--- config.mk ---
export PLATFORM = sky130hd
export DESIGN_NAME = dac_serial_load_power_control
export DESIGN_NICKNAME = d
export VERILOG_FILES = /design/src/rtl/dac_load_pkg.sv /design/src/rtl/dac_serial_load_power_control.sv
export SDC_FILE = /design/constraint.sdc
export NUM_CORES = 1
export LEC_CHECK = 0
export BUFFER_PORTS_ARGS = -buffer_cell sky130_fd_sc_hd__buf_2
export CORE_ASPECT_RATIO = 1.2
export CORE_MARGIN = 5
export CORE_UTILIZATION = 64
export CTS_BUF_LIST = sky130_fd_sc_hd__clkbuf_8
export CTS_CLUSTER_SIZE = 25
export DETAILED_ROUTE_END_ITERATION = 6
export PLACE_DENSITY_LB_ADDON = 0.08
export SKIP_CTS_REPAIR_TIMING = 1
export SLEW_MARGIN = 15
export SYNTH_ARGS = -nofsm -noshare
export SYNTH_HDL_FRONTEND = slang
export SYNTH_SLANG_ARGS = --single-unit
--- constraint.sdc ---
create_clock -name clk -period 5 [get_ports clk]
set_clock_uncertainty 0.15 [all_clocks]
set_input_delay 1 -clock clk [delete_from_list [all_inputs] [get_ports clk]]
set_output_delay 1 -clock clk [all_outputs]
set_load 0.005 [all_outputs]
--- src/rtl/dac_load_pkg.sv ---
// constants and types for the serial-load front end of a string converter
// assumes one 100 MHz system clock; serial pins are asynchronous to it
package dac_load_pkg;
   localparam int unsigned clk_mhz = 100;
   localparam int unsigned wake_time_us = 50;
   localparam int unsigned wake_cycles = wake_time_us * clk_mhz;
   localparam int unsigned narrow_code_w = 14;
   localparam int unsigned wide_code_w = 16;
   localparam int unsigned narrow_frame_bits = 16;
   localparam int unsigned wide_frame_bits = 24;
   localparam int unsigned narrow_exec_edge = 16;
   localparam int unsigned wide_exec_edge = 18;
   localparam int unsigned mode_hi_pos = 1;
   localparam int unsigned mode_lo_pos = 0;
   localparam logic [1:0] mode_reset = 2'h0;
   localparam int unsigned code_reset = 0;
   typedef enum logic [1:0] {
      pm_normal = 2'h0,
      pm_1k_gnd = 2'h1,
      pm_100k_gnd = 2'h2,
      pm_high_z = 2'h3
   } power_mode_t;
   typedef enum {fs_idle, fs_shift, fs_done} frame_state_t;
endpackage

--- src/rtl/dac_serial_load_power_control.sv ---
// serial-load front end: frame capture, code register, power-mode control
// assumes host drives select, serial clock and data asynchronously, at most
// 50 MHz serial clock, so each serial half period spans at least one clk
`timescale 1ns/1ns
module dac_serial_load_power_control #(
   parameter bit wide_variant = 1'b0,
   parameter int unsigned wake_count = dac_load_pkg::wake_cycles
) (
   // system
   input wire logic clk,
   input wire logic rst,
   // serial link pins
   input wire logic frame_sel_n,
   input wire logic serial_clk,
   input wire logic serial_din,
   // converter core
   output logic [15:0] dac_code,
   output dac_load_pkg::power_mode_t power_mode,
   output logic amp_enable,
   output logic term_1k_en,
   output logic term_100k_en,
   output logic output_valid,
   output logic exec_pulse
);
   import dac_load_pkg::*;

   localparam int unsigned code_w = wide_variant ? wide_code_w : narrow_code_w;
   localparam int unsigned exec_edge =
      wide_variant ? wide_exec_edge : narrow_exec_edge;
   localparam int unsigned sh_w = exec_edge;

   // two-stage synchronisers; stage one feeds stage two only
   logic [2:0] sync1_r, sync2_r;
   logic sclk_d_r;
   always_ff @(posedge clk) begin
      if (rst) begin
         sync1_r <= 3'h7;
         sync2_r <= 3'h7;
         sclk_d_r <= 1'b1;
      end else begin
         sync1_r <= {frame_sel_n, serial_clk, serial_din};
         sync2_r <= sync1_r;
         sclk_d_r <= sync2_r[1];
      end
   end
   logic sel_n_s, sclk_s, din_s, sclk_fall;
   assign sel_n_s = sync2_r[2];
   assign sclk_s = sync2_r[1];
   assign din_s = sync2_r[0];
   // data is sampled at the synchronised clock fall, taken from the same sync stage as the clock
   assign sclk_fall = sclk_d_r & ~sclk_s;

   // frame capture
   frame_state_t state_r, state_nxt;
   logic [sh_w-1:0] shift_r, shift_nxt;
   logic [4:0] count_r, count_nxt;
   logic sel_prev_r, sel_prev_nxt;
   logic exec_nxt;
   always_comb begin
      state_nxt = state_r;
      shift_nxt = shift_r;
      count_nxt = count_r;
      sel_prev_nxt = sel_n_s;
      exec_nxt = 1'b0;
      case (state_r)
         fs_idle: begin
            if (sel_prev_r && !sel_n_s) begin
               state_nxt = fs_shift;
               shift_nxt = '0;
               count_nxt = 5'h0;
            end
         end
         fs_shift: begin
            if (sel_n_s) begin
               // early rise drops partial frame
               state_nxt = fs_idle;
               shift_nxt = '0;
               count_nxt = 5'h0;
            end else if (sclk_fall) begin
               // msb first: shift in at the bottom
               shift_nxt = {shift_r[sh_w-2:0], din_s};
               count_nxt = count_r + 5'h1;
               if (count_r == 5'(exec_edge - 1)) begin
                  state_nxt = fs_done;
                  exec_nxt = 1'b1;
               end
            end
         end
         fs_done: begin
            // remaining edges, incl. wide don't-care bits, ignored
            if (sel_n_s) begin
               state_nxt = fs_idle;
            end
         end
         default: state_nxt = fs_idle;
      endcase
   end
   logic exec_r;
   always_ff @(posedge clk) begin
      if (rst) begin
         state_r <= fs_idle;
         shift_r <= '0;
         count_r <= 5'h0;
         sel_prev_r <= 1'b1;
         exec_r <= 1'b0;
      end else begin
         state_r <= state_nxt;
         shift_r <= shift_nxt;
         count_r <= count_nxt;
         sel_prev_r <= sel_prev_nxt;
         exec_r <= exec_nxt;
      end
   end

   // code and mode registers, loaded from the full shift word
   logic [15:0] code_r, code_nxt;
   power_mode_t mode_r, mode_nxt;
   logic [sh_w-1:0] word;
   assign word = shift_r;
   always_comb begin
      code_nxt = code_r;
      mode_nxt = mode_r;
      if (exec_r) begin
         // frame layout: mode hi, mode lo, code msb..lsb
         mode_nxt = power_mode_t'({word[sh_w-1-mode_lo_pos],
                                   word[sh_w-1-mode_hi_pos]});
         // code kept across power-down, reloaded only by a frame
         code_nxt = 16'(word[code_w-1:0]);
      end
   end

   // wake timer after leaving power-down; long count is a parameter
   logic [$clog2(wake_count+1)-1:0] wake_r, wake_nxt;
   logic valid_r, valid_nxt;
   always_comb begin
      wake_nxt = wake_r;
      valid_nxt = valid_r;
      // follow the next mode so valid drops with the mode, not a cycle late
      if (mode_nxt != pm_normal) begin
         valid_nxt = 1'b0;
         wake_nxt = '0;
      end else if (!valid_r) begin
         if (wake_r == $bits(wake_r)'(wake_count - 1)) begin
            valid_nxt = 1'b1;
         end else begin
            wake_nxt = wake_r + 1'b1;
         end
      end
   end

   always_ff @(posedge clk) begin
      if (rst) begin
         code_r <= 16'(code_reset);
         mode_r <= power_mode_t'(mode_reset);
         wake_r <= '0;
         valid_r <= 1'b1;
      end else begin
         code_r <= code_nxt;
         mode_r <= mode_nxt;
         wake_r <= wake_nxt;
         valid_r <= valid_nxt;
      end
   end

   // output stage steering
   assign dac_code = code_r;
   assign power_mode = mode_r;
   assign amp_enable = (mode_r == pm_normal);
   assign term_1k_en = (mode_r == pm_1k_gnd);
   assign term_100k_en = (mode_r == pm_100k_gnd);
   assign output_valid = valid_r;
   assign exec_pulse = exec_r;
endmodule
==> metrics.txt, run 1 <==
CTS tree built; DR DRC count 0; diode count 0; VDD IR max roughly 0.31 mV; routed len/inst roughly 13 um; simple-gate share of the synthesized area a little over a fifth; via-per-instance ratio 5.31; Critical path buffers and inverters 1; worst relative slew slack between 30 and 40%; status completed; # rows 24; GPL Wtd Cong roughly 0.73; Synth Cell Area ~2400 um^2; CP top delay family flip-flops; adder-cell share of the synthesized area under 10%; Tot GR Track Use 19.4%; clock tree buffer depth 2; post-synth cell types 42; drt pass-1 iters 4; Synth top area share between 50% and 60%; IO Pins 28; sw frac 20.6%; post-synthesis register bit count 62; buffers added on ports 25; RSZ-0062 raised after global routing no; worst-path cell chain buf_2; area delta synth->final 13.9%; DP HPWL around 2900 um; Post-DP Area roughly 2600 um^2; Final min period roughly 2.7 ns; max frequency roughly 360 MHz; post-synthesis compound-gate area fraction under 10%; P_sw 0.204 mW; Pwr Density 357 nW/um^2; Synth top cells by count dfxtp_1 (62), nor2_1 (47), mux2i_1 (34); Worst path max stage delay 1.01 ns; Die ar. 5150 um^2; DR iter-0 viols 65; Chip Width between 60 and 70 um; largest net degree at the start of global routing 28; required time worst endpoint roughly 3.9 ns; Int Power roughly 0.79 mW; Final TNS setup 0 ns; Final Net Count ~280; Synth area leader dfxtp_1; max_cap viols 0; first-pass GRT wire length ~7700 um; Async S/R FF share, synth 0%; Top FF cell, synth dfxtp_1; clock latency on the worst-skew pair between 0.3 and 0.4 ns; Final setup violation count 0; clk sink count 62; antenna viol nets, final 0; EDFF count, synth 0; final hold vios 0; routed wire length roughly 4400 um; Startpoint Class flop; Finished Layout Cells around 330; Die Ht around 78 um; root buffer cell clkbuf_8; XOR/XNOR share of the synthesized area 2.87%; CP max-delay cell dfxtp_1; H-tree levels 3; Slew @ Worst Pin 1.04 ns; final worst path period share between 50% and 60%; leakage about 1.2 nW; Max Slew Vio Count 0; Synth Instances between 200 and 250; share of layout cells above drive strength 1 21.6%; Util after Layout about three quarters; Crit Path Class flop to output pin; Worst Hold Class flop to flop; Starting Density around two thirds; Crit. End Element output pin; CTS buffer count 9; power share of the clock group between 40% and 50%; core area 3660 um^2; count leader, synth dfxtp_1; Worst Path Arrival 1.60 ns; synth warn 0; proportion of synthesized area in mux cells ~15%; grt total ovfl 0; vias in the first global route roughly 1600; Clk pin slew, worst setup/hold paths about 0.06 ns; Post-Place Cells 310; sequential fraction of the synthesis area about half; largest family of logic cells by synthesized area simple AND/OR/NAND/NOR gates; Crit Path Max Fanout 19; most area-consuming cells after synthesis dfxtp_1 (51%), mux2i_1 (14%), nor2_1 (7.2%), or2_2 (2.3%), xor2_1 (1.8%); Post-Syn Area per Cell 10.1 um^2; Combinational Power Share between 3 and 4%; design area between 2000 and 3000 um^2; part of the power in registers roughly half; vias post-DR around 1700; initial antenna violation count 0
routing by layer:
layer  part of all wire, %  vias to the layer above  global-route usage (%)
met5                     0                        -                       0
met4                  0.92                        0                    7.72
met3                   3.8                        4                    8.09
met2                    48                       27                    29.3
met1                    47                      819                    24.5
li1                      -                      875                       -
cells in the final DEF (no fill, tap or decap), drive strengths merged, types with 5 or more instances in the layout:
cell,n
o21ai,5
xor2,5
nand2,6
inv,6
a21oi,8
buf,27
dfxtp,62
nor3,5
or3,5
or2,9
nor2,47
mux2i,34
nor2b,5
clkbuf,9
power by group through the flow:
| stage | Combinational, mW | Sequential (mW) | Clock, mW |
|---|---|---|---|
| 2_1_floorplan | 0.0291 | 0.515 | 0 |
| 4_1_cts | 0.0334 | 0.505 | 0.460 |
| 6_report | 0.0332 | 0.505 | 0.453 |
| 3_5_place_dp | 0.0333 | 0.516 | 0 |
| 5_1_grt | 0.0371 | 0.506 | 0.490 |
| 3_3_place_gp | 0.0325 | 0.516 | 0 |
through the flow:
| step | worst slack (ns) | total power, mW | hold slack, ns |
|---|---|---|---|
| 2_1_floorplan | 3.04 | 0.544 | 0.239 |
| 3_3_place_gp | 2.60 | 0.548 | 0.242 |
| 3_5_place_dp | 2.56 | 0.549 | 0.249 |
| 4_1_cts | 2.25 | 0.999 | 0.264 |
| 5_1_grt | 2.18 | 1.03 | 0.280 |
| 6_report | 2.25 | 0.992 | 0.267 |
area by class of cell:
class | count | area, um^2
well taps | 52 | 65.1
multi-input cells | 164 | 1110
inverters | 5 | 18.8
clock buffers | 9 | 124
fillers | 275 | 888
clock inverters | 6 | 78.8
repair buffers | 27 | 140
flip-flops and latches | 62 | 1240
cells by family after synthesis:
group,after synthesis
muxes,36
DFF,62
buffers and inverters,17
and+or+nand+nor,97
AOI/OAI and AO/OA,18
adders and majority gates,3
other,1
xor gates and xnor gates,8
path summary, 6_finish.rpt:
| check | from | end | slack (ns) | cells past startpoint |
|---|---|---|---|---|
| min reg2reg | sync1_r[1]$_SDFF_PP1_ | sync2_r[1]$_SDFF_PP1_ | 0.27 | 1 |
| max reg2reg | exec_pulse$_SDFF_PP0_ | wake_r[11]$_SDFFE_PP0P_ | 2.62 | 4 |
| max | exec_pulse$_SDFF_PP0_ | exec_pulse | 2.25 | 1 |
| min | sync1_r[1]$_SDFF_PP1_ | sync2_r[1]$_SDFF_PP1_ | 0.27 | 1 |
flip-flops by register name (all words and copies together) (netlist names), 2 cells and up:
signal,flops
state_r,2
power_mode,2
dac_code,14
count_r,5
sync1_r,3
sync2_r,3
shift_r,16
wake_r,13
(Power assumes the default switching activity.)
==> inputs of run 2 (changes only) <==
--- a/config.mk
+++ b/config.mk
@@ -8,7 +8,7 @@
 export BUFFER_PORTS_ARGS = -buffer_cell sky130_fd_sc_hd__buf_2
 export CORE_ASPECT_RATIO = 1.2
 export CORE_MARGIN = 5
-export CORE_UTILIZATION = 64
+export CORE_UTILIZATION = 54
 export CTS_BUF_LIST = sky130_fd_sc_hd__clkbuf_8
 export CTS_CLUSTER_SIZE = 25
 export DETAILED_ROUTE_END_ITERATION = 6
==> constraint.sdc (replaced) <==
create_clock -name clk -period 2.4 [get_ports clk]
set_clock_uncertainty 0.15 [all_clocks]
set_input_delay 0.48 -clock clk [delete_from_list [all_inputs] [get_ports clk]]
set_output_delay 0.48 -clock clk [all_outputs]
set_load 0.005 [all_outputs]
==> run 2 against run 1 <==
  * Largest cell class unchanged
  * Final area is 0.54% lower
  * Critical path type is now flop to flop
  * Via count decreased by 1.8%
  * Clock-buffer cell count is 2 higher
  * Highest routed layer unchanged
  * Largest power group unchanged
  * Register-to-register slack worse by 2.1 ns
==> metrics.txt, run 2 (synthesis results as in run 1) <==
Hold Crit Start serial_din (was sync1_r[1]$_SDFF_PP1_); Max Slew Vio Count 0 (unchanged); Final Net Count 279 (was 277); max frequency about 540 MHz; Biggest register shift_r (unchanged); worst-path cell chain ha_1 > and4bb_1 > and4_4 > nor4_2 > mux2_1 (was buf_2); Place WS 0.566 ns (was 2.56 ns); R2R Path Start wake_r[0]$_SDFFE_PP0P_ (was exec_pulse$_SDFF_PP0_); Startpoint Class flop (unchanged); Chip Width 71.3 um (was 66.3 um); CTS tree built (unchanged); Clk pin slew, worst setup/hold paths 0.06 ns (about the same); Die ar. 5960 um^2 (was 5150 um^2); drt pass-1 iters 4 (unchanged); antenna viol nets, final 0 (unchanged); required time worst endpoint 2.46 ns (was 3.85 ns); RSZ-0062 raised after global routing no (unchanged); Crit Path Max Fanout 4 (was 19); vias post-DR 1694 (was 1725); initial antenna violation count 0 (unchanged); Final setup violation count 0 (unchanged); Worst Hold Class input port to flop (was flop to flop); max_cap viols 0 (unchanged); CTS buffer count 9 (unchanged); worst relative slew slack 60.4% (was 30.6%); core area 4330 um^2 (was 3660 um^2); Worst path max stage delay 0.34 ns (was 1.01 ns); most frequent cells in the layout dfxtp_1 (62), nor2_1 (47), mux2i_1 (34), buf_2 (25), clkbuf_8 (11) (was dfxtp_1 (62), nor2_1 (47), mux2i_1 (34), buf_2 (25)); commonest non-fill, non-tap cell in the layout dfxtp_1 (unchanged); max FFs per register 16 (unchanged); worst hold slack 0.179 ns (was 0.267 ns); routed wire length 4220 um (was 4360 um); CP top delay family simple AND/OR/NAND/NOR gates (was flip-flops); VDD IR max 0.383 mV (was 0.312 mV); clk sink count 62 (unchanged); clock tree buffer depth 2 (unchanged); status completed (unchanged); Starting Density 56.3% (was 66.5%); R2R Path End wake_r[11]$_SDFFE_PP0P_ (unchanged); largest net degree at the start of global routing 25 (was 28); Crit Path Class flop to flop (was flop to output pin); flop-to-flop setup slack 0.56 ns (was 2.62 ns); DR DRC count 0 (unchanged); Final min period around 1.8 ns; H-tree levels 3 (unchanged); via-per-instance ratio 5.12 (was 5.31); buffers added on ports 25 (unchanged); Crit. End Element flop (was output pin); clock latency on the worst-skew pair 0.33 ns (about the same); GPL Wtd Cong 0.767 (was 0.732); diode count 0 (unchanged); vias in the first global route 1566 (was 1640); CP max-delay cell dfxtp_1 (unchanged); worst reg2reg path depth 5 (was 4); grt total ovfl 0 (unchanged); leakage 1.18 nW (about the same); Final TNS setup 0 ns (unchanged); Hold Path Sink sync1_r[0]$_SDFF_PP1_ (was sync2_r[1]$_SDFF_PP1_); WHS Path Cells 2 (was 1); share of layout cells above drive strength 1 21.5% (was 21.6%); Die Ht 83.6 um (was 77.6 um); final hold vios 0 (unchanged); first-pass GRT wire length 7070 um (was 7650 um); final worst slack 0.557 ns (was 2.25 ns); DP HPWL 2890 um (about the same); Tot GR Track Use 14.9% (was 19.4%); routed len/inst 12.7 um (was 13.4 um); DR iter-0 viols 97 (was 65); area delta synth->final 13.2% (was 13.9%); Pwr Density 687 nW/um^2 (was 357 nW/um^2); # rows 26 (was 24); root buffer cell clkbuf_8 (unchanged); IO Pins 28 (unchanged); Critical path buffers and inverters 0 (was 1); Worst Path Arrival 1.91 ns (was 1.60 ns); Slew @ Worst Pin 0.593 ns (was 1.04 ns); final worst path period share about three quarters
-- run 2: cell count changes in the layout (fill, tap and decap cells not counted), sizes merged --
cell / before / now
buf: 27 / 29
bufinv: 2 / 0
clkbuf: 9 / 11
clkinv: 3 / 1
inv: 6 / 8
-- run 2: layout make-up --
cell class	instances	area [um^2]
clock buffer	11	151
clock inverter	4	16.3
fill	377	1570
inverter	5	18.8
multi-input combinational	164	1110
sequential	62	1240
tap	56	70.1
timing repair buffer	29	155
-- run 2: per-layer routing --
layer  up-vias  GRT usage [%]  share of wire [%]
li1        875              -                  -
met1       781           18.3                 48
met2        31           22.8                 46
met4         0           8.21                2.1
met5         -              0                  0
met3         7           4.82                4.3
-- run 2: worst max-delay path by stage --
| stage | startpoint | to | slack (ns) | cells past startpoint |
|---|---|---|---|---|
| 2_1_floorplan | wake_r[0]$_SDFFE_PP0P_ | wake_r[11]$_SDFFE_PP0P_ | 0.67 | 5 |
| 3_3_place_gp | wake_r[0]$_SDFFE_PP0P_ | wake_r[11]$_SDFFE_PP0P_ | 0.62 | 5 |
| 3_5_place_dp | wake_r[0]$_SDFFE_PP0P_ | wake_r[11]$_SDFFE_PP0P_ | 0.57 | 5 |
| 4_1_cts | exec_pulse$_SDFF_PP0_ | exec_pulse | 0.55 | 2 |
| 5_1_grt | exec_pulse$_SDFF_PP0_ | exec_pulse | 0.49 | 2 |
| 6_report | wake_r[0]$_SDFFE_PP0P_ | wake_r[11]$_SDFFE_PP0P_ | 0.56 | 5 |
-- run 2: stage by stage --
stage	total power [mW]	utilization [%]	instance area, um^2	instances
floorplan	1.13	-	2440	243
global placement	1.15	59.9	2590	316
detailed placement	1.15	59.9	2590	316
CTS	1.92	63.8	2760	331
global route	1.98	63.8	2760	331
finish	1.90	63.8	2760	331
-- run 2: where the power goes --
group | internal, mW | total [mW] | switching (mW)
sequential | 1.04 | 1.05 | 0.0101
clock | 0.412 | 0.775 | 0.363
combinational | 0.0298 | 0.0695 | 0.0398
total | 1.48 | 1.90 | 0.412
